## src/design/sacfg_pkg.sv

```systemverilog
// sacfg_pkg: register map, field positions, reset values of the sensor alarm config block
// assumes an axi4-lite slave with 32-bit data, one register per aligned word
package sacfg_pkg;

  // ****************************************
  // register indices and address width
  // ****************************************
  localparam logic [7:0] SACFG_IDX_VOLT0_LIMITS = 8'h19;
  localparam logic [7:0] SACFG_IDX_VOLT1_LIMITS = 8'h1A;
  localparam logic [7:0] SACFG_IDX_TEMP_LIMITS = 8'h1B;
  localparam logic [7:0] SACFG_IDX_CAM_EN = 8'h1C;
  localparam logic [7:0] SACFG_IDX_MON_EN = 8'h1D;
  localparam logic [7:0] SACFG_IDX_RET_EN = 8'h1E;
  localparam logic [7:0] SACFG_IDX_SPARE = 8'h1F;
  localparam logic [7:0] SACFG_IDX_SENSOR_CTRL = 8'h40;
  localparam logic [7:0] SACFG_IDX_STATUS = 8'h41;
  localparam logic [7:0] SACFG_IDX_VOLT0_PEAK = 8'h42;
  localparam logic [7:0] SACFG_IDX_VOLT0_FLOOR = 8'h43;
  localparam logic [7:0] SACFG_IDX_VOLT1_PEAK = 8'h44;
  localparam logic [7:0] SACFG_IDX_VOLT1_FLOOR = 8'h45;
  localparam logic [7:0] SACFG_IDX_ALARM = 8'h46;
  localparam int SACFG_ADDR_W = 10;

  // ****************************************
  // field positions
  // ****************************************
  localparam int SACFG_UPPER_LSB = 4;
  localparam int SACFG_LOWER_LSB = 0;
  localparam int SACFG_LIMIT_W = 3;
  localparam int SACFG_MON_EN_LSB = 2;
  localparam int SACFG_VSEL_LSB = 0;
  // status bits: 0 volt0 under, 1 volt0 over, 2 volt1 under, 3 volt1 over, 4 temp under, 5 temp over
  localparam int SACFG_ST_VOLT0_UNDER_ALARM_EN = 0;
  localparam int SACFG_ST_VOLT0_OVER_ALARM_EN = 1;
  localparam int SACFG_ST_VOLT1_UNDER_ALARM_EN = 2;
  localparam int SACFG_ST_VOLT1_OVER_ALARM_EN = 3;
  localparam int SACFG_ST_T_UNDER = 4;
  localparam int SACFG_ST_T_OVER = 5;

  // ****************************************
  // reset values, write masks and monitor-on code
  // ****************************************
  localparam logic [7:0] SACFG_RST_LIMITS = 8'h62;
  localparam logic [7:0] SACFG_RST_CAM_EN = 8'h3F;
  localparam logic [7:0] SACFG_RST_MON_EN = 8'h00;
  localparam logic [7:0] SACFG_RST_RET_EN = 8'h00;
  localparam logic [7:0] SACFG_RST_SPARE = 8'h00;
  localparam logic [7:0] SACFG_RST_SENSOR_CTRL = 8'h0C;
  localparam logic [7:0] SACFG_MASK_LIMITS = 8'h77;
  localparam logic [7:0] SACFG_MASK_CAM_EN = 8'h3F;
  localparam logic [7:0] SACFG_MASK_MON_EN = 8'h3F;
  localparam logic [7:0] SACFG_MASK_RET_EN = 8'h03;
  localparam logic [7:0] SACFG_MASK_SENSOR_CTRL = 8'h0F;
  localparam logic [1:0] SACFG_MON_ON = 2'h3;

  // ****************************************
  // axi responses
  // ****************************************
  localparam logic [1:0] SACFG_RESP_OKAY = 2'h0;
  localparam logic [1:0] SACFG_RESP_SLVERR = 2'h2;

endpackage : sacfg_pkg

```

## src/design/sacfg_top.sv

```systemverilog
// sacfg_top: sensor limit, alarm enable registers and limit comparators
// assumes measurements are synchronous to clk, 3-bit wide, valid when strobed
//
// The AXI4-Lite interface to the registers was chosen for this implementation.
`timescale 1ns/1ps

module sacfg_top
  import sacfg_pkg::*;
(
  input wire logic clk,
  input wire logic reset_n,
  input wire logic [SACFG_ADDR_W-1:0] s_axi_awaddr,
  input wire logic s_axi_awvalid,
  output logic s_axi_awready,
  input wire logic [31:0] s_axi_wdata,
  input wire logic [3:0] s_axi_wstrb,
  input wire logic s_axi_wvalid,
  output logic s_axi_wready,
  output logic [1:0] s_axi_bresp,
  output logic s_axi_bvalid,
  input wire logic s_axi_bready,
  input wire logic [SACFG_ADDR_W-1:0] s_axi_araddr,
  input wire logic s_axi_arvalid,
  output logic s_axi_arready,
  output logic [31:0] s_axi_rdata,
  output logic [1:0] s_axi_rresp,
  output logic s_axi_rvalid,
  input wire logic s_axi_rready,
  input wire logic [2:0] volt0_reading,
  input wire logic [2:0] volt1_reading,
  input wire logic [2:0] temp_reading,
  input wire logic reading_valid,
  input wire logic [5:0] camera_input_events,
  input wire logic [1:0] return_link_events,
  output logic [5:0] sensor_alarm,
  output logic [5:0] camera_input_alarm,
  output logic [1:0] return_link_alarm
);

  // ****************************************
  // helpers
  // ****************************************
  function automatic logic [2:0] sacfg_upper(input logic [7:0] lim);
    sacfg_upper = lim[SACFG_UPPER_LSB +: SACFG_LIMIT_W];
  endfunction : sacfg_upper

  function automatic logic [2:0] sacfg_lower(input logic [7:0] lim);
    sacfg_lower = lim[SACFG_LOWER_LSB +: SACFG_LIMIT_W];
  endfunction : sacfg_lower

  function automatic logic [7:0] sacfg_merge(input logic [7:0] old, input logic [7:0] wd,
                                             input logic lane0, input logic [7:0] mask);
    sacfg_merge = lane0 ? (wd & mask) : old;
  endfunction : sacfg_merge

  function automatic logic [7:0] sacfg_index(input logic [SACFG_ADDR_W-1:0] a);
    sacfg_index = a[SACFG_ADDR_W-1:2];
  endfunction : sacfg_index

  // ****************************************
  // registers
  // ****************************************
  logic [7:0] volt0_limits;
  logic [7:0] volt1_limits;
  logic [7:0] temp_limits;
  logic [7:0] camera_input_alarm_enables;
  logic [7:0] monitor_alarm_enables;
  logic [7:0] return_link_alarm_enables;
  logic [7:0] sensor_ctrl;
  logic [5:0] sensor_status;
  logic [2:0] volt0_peak_reading;
  logic [2:0] volt0_floor_reading;
  logic [2:0] volt1_peak_reading;
  logic [2:0] volt1_floor_reading;
  logic volt0_seen;
  logic volt1_seen;

  logic [SACFG_ADDR_W-1:0] aw_addr;
  logic aw_held;
  logic [7:0] w_data;
  logic w_lane0;
  logic w_held;
  logic do_write;
  logic [7:0] wr_idx;
  logic wr_hit;
  logic status_clear;

  logic monitors_on;
  logic volt0_sensing;
  logic volt1_sensing;
  logic [5:0] next_status_set;

  assign monitors_on = (sensor_ctrl[SACFG_MON_EN_LSB +: 2] == SACFG_MON_ON);
  assign volt0_sensing = monitors_on & sensor_ctrl[SACFG_VSEL_LSB];
  assign volt1_sensing = monitors_on & sensor_ctrl[SACFG_VSEL_LSB + 1];

  // ****************************************
  // write channel
  // ****************************************
  assign do_write = aw_held & w_held & ~s_axi_bvalid;
  assign wr_idx = sacfg_index(aw_addr);
  assign wr_hit = (wr_idx >= SACFG_IDX_VOLT0_LIMITS && wr_idx <= SACFG_IDX_SPARE) ||
                  wr_idx == SACFG_IDX_SENSOR_CTRL || wr_idx == SACFG_IDX_STATUS;
  assign status_clear = do_write && wr_idx == SACFG_IDX_STATUS && w_lane0;

  always_ff @(posedge clk or negedge reset_n)
  begin
    if (!reset_n)
    begin
      aw_held <= 1'b0;
      aw_addr <= '0;
      s_axi_awready <= 1'b0;
    end
    else if (do_write)
    begin
      aw_held <= 1'b0;
      s_axi_awready <= 1'b0;
    end
    else if (!aw_held)
    begin
      s_axi_awready <= ~s_axi_awready | ~s_axi_awvalid;
      if (s_axi_awvalid && s_axi_awready)
      begin
        aw_held <= 1'b1;
        aw_addr <= s_axi_awaddr;
        s_axi_awready <= 1'b0;
      end
    end
  end

  always_ff @(posedge clk or negedge reset_n)
  begin
    if (!reset_n)
    begin
      w_held <= 1'b0;
      w_data <= '0;
      w_lane0 <= 1'b0;
      s_axi_wready <= 1'b0;
    end
    else if (do_write)
    begin
      w_held <= 1'b0;
      s_axi_wready <= 1'b0;
    end
    else if (!w_held)
    begin
      s_axi_wready <= ~s_axi_wready | ~s_axi_wvalid;
      if (s_axi_wvalid && s_axi_wready)
      begin
        w_held <= 1'b1;
        w_data <= s_axi_wdata[7:0];
        w_lane0 <= s_axi_wstrb[0];
        s_axi_wready <= 1'b0;
      end
    end
  end

  always_ff @(posedge clk or negedge reset_n)
  begin
    if (!reset_n)
    begin
      s_axi_bvalid <= 1'b0;
      s_axi_bresp <= SACFG_RESP_OKAY;
    end
    else if (do_write)
    begin
      s_axi_bvalid <= 1'b1;
      s_axi_bresp <= wr_hit ? SACFG_RESP_OKAY : SACFG_RESP_SLVERR;
    end
    else if (s_axi_bready)
    begin
      s_axi_bvalid <= 1'b0;
    end
  end

  // ****************************************
  // configuration registers
  // ****************************************
  always_ff @(posedge clk or negedge reset_n)
  begin
    if (!reset_n)
    begin
      volt0_limits <= SACFG_RST_LIMITS;
      volt1_limits <= SACFG_RST_LIMITS;
      temp_limits <= SACFG_RST_LIMITS;
      camera_input_alarm_enables <= SACFG_RST_CAM_EN;
      monitor_alarm_enables <= SACFG_RST_MON_EN;
      return_link_alarm_enables <= SACFG_RST_RET_EN;
      sensor_ctrl <= SACFG_RST_SENSOR_CTRL;
    end
    else if (do_write)
    begin
      if (wr_idx == SACFG_IDX_VOLT0_LIMITS)
        volt0_limits <= sacfg_merge(volt0_limits, w_data, w_lane0, SACFG_MASK_LIMITS);
      else if (wr_idx == SACFG_IDX_VOLT1_LIMITS)
        volt1_limits <= sacfg_merge(volt1_limits, w_data, w_lane0, SACFG_MASK_LIMITS);
      else if (wr_idx == SACFG_IDX_TEMP_LIMITS)
        temp_limits <= sacfg_merge(temp_limits, w_data, w_lane0, SACFG_MASK_LIMITS);
      else if (wr_idx == SACFG_IDX_CAM_EN)
        camera_input_alarm_enables <= sacfg_merge(camera_input_alarm_enables, w_data,
                                                  w_lane0, SACFG_MASK_CAM_EN);
      else if (wr_idx == SACFG_IDX_MON_EN)
        monitor_alarm_enables <= sacfg_merge(monitor_alarm_enables, w_data,
                                             w_lane0, SACFG_MASK_MON_EN);
      else if (wr_idx == SACFG_IDX_RET_EN)
        return_link_alarm_enables <= sacfg_merge(return_link_alarm_enables, w_data,
                                                 w_lane0, SACFG_MASK_RET_EN);
      else if (wr_idx == SACFG_IDX_SENSOR_CTRL)
        sensor_ctrl <= sacfg_merge(sensor_ctrl, w_data, w_lane0, SACFG_MASK_SENSOR_CTRL);
    end
  end

  // ****************************************
  // limit comparison and status flags
  // ****************************************
  always_comb
  begin
    next_status_set = '0;
    if (reading_valid)
    begin
      next_status_set[SACFG_ST_VOLT0_OVER_ALARM_EN] = volt0_sensing &&
        volt0_reading > sacfg_upper(volt0_limits);
      next_status_set[SACFG_ST_VOLT0_UNDER_ALARM_EN] = volt0_sensing &&
        volt0_reading < sacfg_lower(volt0_limits);
      next_status_set[SACFG_ST_VOLT1_OVER_ALARM_EN] = volt1_sensing &&
        volt1_reading > sacfg_upper(volt1_limits);
      next_status_set[SACFG_ST_VOLT1_UNDER_ALARM_EN] = volt1_sensing &&
        volt1_reading < sacfg_lower(volt1_limits);
      next_status_set[SACFG_ST_T_OVER] = monitors_on &&
        temp_reading > sacfg_upper(temp_limits);
      next_status_set[SACFG_ST_T_UNDER] = monitors_on &&
        temp_reading < sacfg_lower(temp_limits);
    end
  end

  // sticky; a new set wins over a write-one clear
  always_ff @(posedge clk or negedge reset_n)
  begin
    if (!reset_n)
      sensor_status <= '0;
    else if (status_clear)
      sensor_status <= (sensor_status & ~w_data[5:0]) | next_status_set;
    else
      sensor_status <= sensor_status | next_status_set;
  end

  // ****************************************
  // peak and floor readings
  // ****************************************
  always_ff @(posedge clk or negedge reset_n)
  begin
    if (!reset_n)
    begin
      volt0_seen <= 1'b0;
      volt0_peak_reading <= '0;
      volt0_floor_reading <= '0;
    end
    else if (reading_valid && volt0_sensing)
    begin
      volt0_seen <= 1'b1;
      if (!volt0_seen || volt0_reading > volt0_peak_reading)
        volt0_peak_reading <= volt0_reading;
      if (!volt0_seen || volt0_reading < volt0_floor_reading)
        volt0_floor_reading <= volt0_reading;
    end
  end

  always_ff @(posedge clk or negedge reset_n)
  begin
    if (!reset_n)
    begin
      volt1_seen <= 1'b0;
      volt1_peak_reading <= '0;
      volt1_floor_reading <= '0;
    end
    else if (reading_valid && volt1_sensing)
    begin
      volt1_seen <= 1'b1;
      if (!volt1_seen || volt1_reading > volt1_peak_reading)
        volt1_peak_reading <= volt1_reading;
      if (!volt1_seen || volt1_reading < volt1_floor_reading)
        volt1_floor_reading <= volt1_reading;
    end
  end

  // ****************************************
  // gated alarm outputs
  // ****************************************
  always_ff @(posedge clk or negedge reset_n)
  begin
    if (!reset_n)
    begin
      sensor_alarm <= '0;
      camera_input_alarm <= '0;
      return_link_alarm <= '0;
    end
    else
    begin
      sensor_alarm <= sensor_status & monitor_alarm_enables[5:0];
      camera_input_alarm <= camera_input_events & camera_input_alarm_enables[5:0];
      return_link_alarm <= return_link_events & return_link_alarm_enables[1:0];
    end
  end

  // ****************************************
  // read channel
  // ****************************************
  logic [7:0] rd_idx;
  logic [7:0] rd_byte;
  logic rd_hit;

  assign rd_idx = sacfg_index(s_axi_araddr);

  always_comb
  begin
    rd_byte = '0;
    rd_hit = 1'b1;
    if (rd_idx == SACFG_IDX_VOLT0_LIMITS)
      rd_byte = volt0_limits;
    else if (rd_idx == SACFG_IDX_VOLT1_LIMITS)
      rd_byte = volt1_limits;
    else if (rd_idx == SACFG_IDX_TEMP_LIMITS)
      rd_byte = temp_limits;
    else if (rd_idx == SACFG_IDX_CAM_EN)
      rd_byte = camera_input_alarm_enables;
    else if (rd_idx == SACFG_IDX_MON_EN)
      rd_byte = monitor_alarm_enables;
    else if (rd_idx == SACFG_IDX_RET_EN)
      rd_byte = return_link_alarm_enables;
    else if (rd_idx == SACFG_IDX_SPARE)
      rd_byte = SACFG_RST_SPARE;
    else if (rd_idx == SACFG_IDX_SENSOR_CTRL)
      rd_byte = sensor_ctrl;
    else if (rd_idx == SACFG_IDX_STATUS)
      rd_byte = {2'h0, sensor_status};
    else if (rd_idx == SACFG_IDX_VOLT0_PEAK)
      rd_byte = {5'h00, volt0_peak_reading};
    else if (rd_idx == SACFG_IDX_VOLT0_FLOOR)
      rd_byte = {5'h00, volt0_floor_reading};
    else if (rd_idx == SACFG_IDX_VOLT1_PEAK)
      rd_byte = {5'h00, volt1_peak_reading};
    else if (rd_idx == SACFG_IDX_VOLT1_FLOOR)
      rd_byte = {5'h00, volt1_floor_reading};
    else if (rd_idx == SACFG_IDX_ALARM)
      rd_byte = {2'h0, sensor_alarm};
    else
      rd_hit = 1'b0;
  end

  always_ff @(posedge clk or negedge reset_n)
  begin
    if (!reset_n)
    begin
      s_axi_arready <= 1'b0;
      s_axi_rvalid <= 1'b0;
      s_axi_rdata <= '0;
      s_axi_rresp <= SACFG_RESP_OKAY;
    end
    else if (s_axi_rvalid)
    begin
      s_axi_arready <= 1'b0;
      if (s_axi_rready)
        s_axi_rvalid <= 1'b0;
    end
    else if (s_axi_arvalid && s_axi_arready)
    begin
      s_axi_arready <= 1'b0;
      s_axi_rvalid <= 1'b1;
      s_axi_rdata <= {24'h000000, rd_byte};
      s_axi_rresp <= rd_hit ? SACFG_RESP_OKAY : SACFG_RESP_SLVERR;
    end
    else
    begin
      s_axi_arready <= 1'b1;
    end
  end

endmodule : sacfg_top

```

## config.mk

```make
export PLATFORM = sky130hd
export DESIGN_NAME = sacfg_top
export DESIGN_NICKNAME = d
export VERILOG_FILES = /design/src/design/sacfg_pkg.sv /design/src/design/sacfg_top.sv
export SDC_FILE = /design/constraint.sdc
export NUM_CORES = 1
export LEC_CHECK = 0
export ABC_AREA = 1
export BUFFER_PORTS_ARGS = -buffer_cell sky130_fd_sc_hd__buf_2
export CAP_MARGIN = 30
export CORE_ASPECT_RATIO = 1.2
export CORE_MARGIN = 2
export CORE_UTILIZATION = 40
export CTS_BUF_LIST = sky130_fd_sc_hd__clkbuf_2 sky130_fd_sc_hd__clkbuf_4 sky130_fd_sc_hd__clkbuf_8
export CTS_CLUSTER_DIAMETER = 60
export DETAILED_ROUTE_END_ITERATION = 12
export GPL_TIMING_DRIVEN = 0
export PLACE_DENSITY = 0.74
export SETUP_SLACK_MARGIN = 0.3
export SYNTH_ARGS = -nofsm -noshare
export SYNTH_HDL_FRONTEND = slang
export SYNTH_SLANG_ARGS = --single-unit
```

## constraint.sdc

```tcl
create_clock -name clk -period 2.1 [get_ports clk]
set_input_delay 0 -clock clk [delete_from_list [all_inputs] [get_ports clk]]
set_output_delay 0 -clock clk [all_outputs]
set_load 0.02 [all_outputs]
```

After elaboration in Yosys (flattened, before gate mapping)
Cells that the tools add are included.
W data, S select, Z words.
{ "totals": {"in_bits": 81, "regBits": 107, "output_inout_bits": 55} }
{ "classes": {"mux": 51, "eq_ne": 25, "magnitude_cmp": 12, "n_bitwise": 28, "reduce_logical": 37} }
{ "ops": {"columns": ["cell", "n"], "rows": [
  ["$eq A8 B5 Y1 const B", 13],
  ["$mux W6", 13],
  ["$eq A8 B7 Y1 const B", 9],
  ["$mux W1", 33],
  ["$mux W7", 3],
  ["$and A6 B6 Y6", 3],
  ["$gt A3 B3 Y1", 5],
  ["$lt A3 B3 Y1", 5],
  ["$not A1 Y1", 15],
  ["$logic_and A1 B1 Y1", 14],
  ["$or A6 B6 Y6", 2],
  ["$reduce_and A2 Y1", 5],
  ["$reduce_and A3 Y1", 3],
  ["$reduce_and A9 Y1", 1],
  ["$ge A8 B5 Y1 const B", 1],
  ["$le A8 B5 Y1 const B", 1],
  ["$reduce_and A8 Y1", 1],
  ["$reduce_and A7 Y1", 1],
  ["$logic_or A1 B1 Y1", 6],
  ["$not A6 Y6", 1],
  ["$reduce_and A6 Y1", 1],
  ["$reduce_and A5 Y1", 1],
  ["$and A1 B1 Y1", 4],
  ["$mux W2", 2],
  ["7 further kinds", 10]
]} }

Logic depth before layout (Yosys ltp)
{ "depth": {"word_depth": 16, "mapped_depth": 16} }

Least setup slack after synthesis
OpenSTA, ideal clock, no wires.
{ "synth_timing": {"path_kind": "reg-to-reg", "from": "reg aw_addr[7]", "to": "reg volt1_limits[2]", "setup_time_ns": 0.121, "path_stages_with_launch": 10, "n_path_buf": 1, "t_arrival_ns": 1.479, "path_slack_ns": 0.500, "t_required_ns": 1.979, "synth_period_minus_slack_ns": 1.600, "path_cell_list": "dfrtp_1 -> nor4_4 -> inv_2 -> nor3_2 -> inv_1 -> nor2_2 -> nand3_1 -> buf_4 -> nand2_1 -> o21ai_2"} }
{ "synth_between": {"elab_chain_cells": 3} }
{ "synth_lines": {"columns": ["element", "line_no", "rtl"], "rows": [
  ["from (decl)", "sacfg_top.sv:78", "logic [SACFG_ADDR_W-1:0] aw_addr;"],
  ["from (signal assigned)", "sacfg_top.sv:125", "aw_addr <= s_axi_awaddr;"],
  ["$eq A8 B5 Y1", "sacfg_top.sv:193", "if (wr_idx == SACFG_IDX_VOLT0_LIMITS)"],
  ["$not A1 Y1 (no source line)", null, null],
  ["$reduce_and A4 Y1 (no source line) (*)", null, null],
  ["to (signal assigned)", "sacfg_top.sv:196", "volt1_limits <= sacfg_merge(volt1_limits, w_data, w_lane0, SACFG_MASK_LIMITS);"],
  ["to (decl)", "sacfg_top.sv:64", "logic [7:0] volt1_limits;"]
]} }
Every way passes the cells marked *; elsewhere a longest branch is shown, timed or not.
A chain may end at the register's enable or synchronous reset.

Worst setup path after layout
{ "layout_timing": {"from": "reg aw_addr[8]", "to": "reg volt1_limits[2]"} }
The elaborated chain is that of the path after synthesis.

==> reports/metrics.cfg <==
[cells_and_area]
seq_area_mm2 = 0.00257
areaGrowthSynthToFinish_pct = 23.7
nNetsFinal = 922
final_util_pct = 50.7
multi_input_area_mm2 = 0.00238
n_antenna_cell = 0
final_cell_area_mm2 = 0.00675
num-fill-cells = 1292
drive_above_1_share_pct = 22.9
final_cells = 989

[worst_setup_path]
critical_path.max_stage_delay_ns = 0.43
r2r_start = aw_addr[8]
reg2reg_to = volt1_limits[2]
crit_chain = nor4_4 > inv_2 > nor3_2 > inv_2 > nor2_2 > nand3_2 > buf_6 > nand2_1 > o21ai_2
arrival_ns = 2.02
reg2reg_depth = 9
cp_top_family = simple AND/OR/NAND/NOR gates
path_buf_inv = 3
crit_required_ns = 2.36
crit_path_start_kind = flip-flop
cp-end-kind = flip-flop
cp_common_cell = inv_2
reg2reg_slack_ns = 0.34
cp_max_fo = 10
slowest_stage = dfrtp_1
critical_path_class = flip-flop to flip-flop

[cts]
cts_root_buffer = clkbuf_8
clk-insertion-delay-late_ns = 0.38
clkTransAtPathRegs_ns = 0.10
cts_tree = built
cts_max_path_buffers = 2
cts_made_buffers = 9
cts.sinks = 102
htree_levels = 3

[place]
pre_cts_slack_ns = 0.280
dp_cells = 936
port_buffers = 76
place_area_mm2 = 0.00617
place_congestion = 0.933
hpwl_um = 9980

[timing]
worst_pin_slew_ns = 0.546
slew_headroom_pct = 63.6
timing.hold.ws_ns = 0.0216
clock_skew_ns = 0.0115
tns_ns = 0
finalCritPeriodShare_pct = 84.0
finalSetupViolations = 0
drv_slew = 0
max_freq_mhz = 567
rsz0062_at_grt = true
min_period_ns = 1.76
finalHoldViolCount = 0
worst_slack_ns = 0.337

[synthesis]
synth_cell_types = 39
syn-cell-area_mm2 = 0.00545
ys_ff_latch = 102
synth_seq_area_share_pct = 47.2
avgSynthCellArea_um2 = 8.20
async_flop_share_pct = 100
synth-edff-count = 0
ys.flop_type = dfrtp_1
netlist_instances = 665
yosysWarnings = 0

[min_path]
min_delay_path_depth = 3
hold_path_end = aw_held
hold_path.class = primary input to flip-flop
hp-start = s_axi_awvalid

[pwr]
irDropWorstVdd_mv = 0.550
finalPower_mw = 5.50
p_int_mw = 3.40
p_seq_share_pct = 47.9
swShare_pct = 38.1
leakagePower_nw = 3.39
combinationalPowerShare_pct = 31.4
p_clk_share_pct = 20.8
switchingPower_mw = 2.10
p_per_area_mw_per_mm2 = 815

[routing]
drtPass1Iterations = 4
drc = 0
drt_wl_total_um = 13200
dr_total_vias = 4632
routedWlPerCell_um = 13.3
postRouteAntennaNets = 0
vias_per_cell = 4.68
dr.first_iter.drc_count = 218

[floorplan]
core_mm2 = 0.0133
initial_utilization_pct = 41.0
chipWidth_um = 111
chipHeight_um = 132
io_pins = 136
placementRows = 46
dieArea_mm2 = 0.0146

[global_route]
grt-ovfl-total = 0
antenna_found_initial = 0
first_global_vias = 4525
grt_max_degree = 64
grt_pass1_wl_um = 21600
grt_usage_pct = 18.2

[run]
maxCapViolations = 0

[outcome]
outcome = complete, no violations

==> how the worst max path moves through the flow <==
stage	from	end	cells after the start
after floorplan	aw_addr[7]	volt1_limits[2]	9
after global placement	reset_n	aw_addr[9]	1
after detailed placement	s_axi_rvalid	s_axi_rdata[6]	6
after CTS	aw_addr[7]	volt1_limits[4]	9
after global routing	aw_addr[8]	camera_input_alarm_enables[2]	10
final	aw_addr[8]	volt1_limits[2]	9
==> final cells by class <==
type	instances	area share, %
Multi-Input combinational cell	453	35.2
Tap cell	168	3.12
Buffer	34	3.77
Timing Repair Buffer	114	11.5
Inverter	102	5.68
Clock inverter	6	0.556
Sequential cell	102	38.2
Clock buffer	10	2.04
==> flip-flops by register name, summed over array words and instances (netlist names), 2 cells and up <==
register / flops
volt1_peak_reading: 3
return_link_alarm_enables: 2
volt1_limits: 6
s_axi_rdata: 7
w_data: 7
volt0_floor_reading: 3
volt0_peak_reading: 3
volt1_floor_reading: 3
sensor_status: 6
temp_limits: 6
aw_addr: 8
volt0_limits: 6
monitor_alarm_enables: 6
sensor_ctrl: 4
camera_input_alarm_enables: 6
return_link_alarm: 2
camera_input_alarm: 6
sensor_alarm: 6
==> worst register-to-register path: cells and delay by family (launching register included) <==
family | cells | cell delay [ns]
compound gates | 1 | 0.05
simple gates | 5 | 0.79
flops | 1 | 0.43
buf+inv | 3 | 0.37
==> layer usage <==
layer	vias up	global-route usage [%]	routed length (µm)
met5	-	0	0
met3	23	3.17	522
met2	99	31.4	6580
met4	0	7.43	347
li1	2375	-	-
met1	2135	22.7	5710
==> cells in the mapped netlist (4+ instances only) <==
master    number  area share [%]
nor3_1         8            0.73
a21oi_1       14             1.3
inv_1         95             6.5
dfstp_2       17             8.2
o21ai_0       63             5.8
inv_2          7            0.48
a221oi_1       4            0.64
nor2_1        45             3.1
ha_1          25             5.7
o21ai_2        7             1.1
nand3_1       26             2.4
buf_4         29             4.0
o21ai_1       15             1.4
dfrtp_1       85              39
nand4_1        5            0.57
nand2_1      178              12
==> kinds of logic (layout without fill, tap and decap cells) <==
logic type / count (synthesis) / in the layout / share of synthesized area [%]
simple gates: 285 / 285 / 23.4
buf+inv: 136 / 266 / 11.5
compound gates: 116 / 116 / 12.0
flops: 102 / 102 / 47.2
fa+ha+maj: 25 / 25 / 5.74
other cells: 1 / 27 / 0.0688
==> power groups by stage <==
| stage | Clock, mW | Combinational [mW] | Sequential, mW |
|---|---|---|---|
| 2_1_floorplan | 0 | 0.977 | 2.76 |
| 3_3_place_gp | 0 | 1.59 | 2.65 |
| 3_5_place_dp | 0 | 1.64 | 2.66 |
| 4_1_cts | 1.17 | 1.71 | 2.62 |
| 5_1_grt | 1.24 | 1.95 | 2.68 |
| 6_report | 1.14 | 1.72 | 2.63 |
==> cells in the final DEF, fill, tap and decap left out, types with 2 or more instances in the layout <==
cell / netlist / routed
nand2_1: 178 / 177
inv_1: 95 / 93
dfrtp_1: 85 / 85
buf_2: 1 / 76
o21ai_0: 63 / 63
nor2_1: 45 / 43
dlygate4sd3_1: 0 / 34
buf_4: 29 / 31
conb_1: 1 / 27
ha_1: 25 / 25
nand3_1: 26 / 23
dfstp_2: 17 / 17
o21ai_1: 15 / 15
a21oi_1: 14 / 14
clkbuf_8: 0 / 10
inv_2: 7 / 9
nor3_1: 8 / 8
o21ai_2: 7 / 7
nor2_2: 3 / 5
nand4_1: 5 / 5
a221oi_1: 4 / 4
nand3_2: 1 / 4
nand2_2: 3 / 3
nand2_4: 2 / 3
or2_2: 3 / 3
o31ai_1: 3 / 3
o41ai_1: 3 / 3
buf_6: 1 / 3
clkinvlp_4: 0 / 3
clkinv_2: 0 / 3
clkbuf_1: 3 / 2
a211oi_1: 2 / 2
o211ai_1: 2 / 2
nor2_4: 2 / 2
nor3_4: 2 / 2
nor4_4: 2 / 2
nor3_2: 2 / 2
==> timing repair <==
action | CTS | global route
buffers inserted | 1 | 2
pin swaps | 1 | 3
endpoints found under the setup margin | 7 | 37
hold buffers | 34 | 0
endpoints found under the hold margin | 76 | 0
resized for setup | 2 | 11
cloned | 0 | 0
Note: power is estimated with default switching activity, not from simulation.
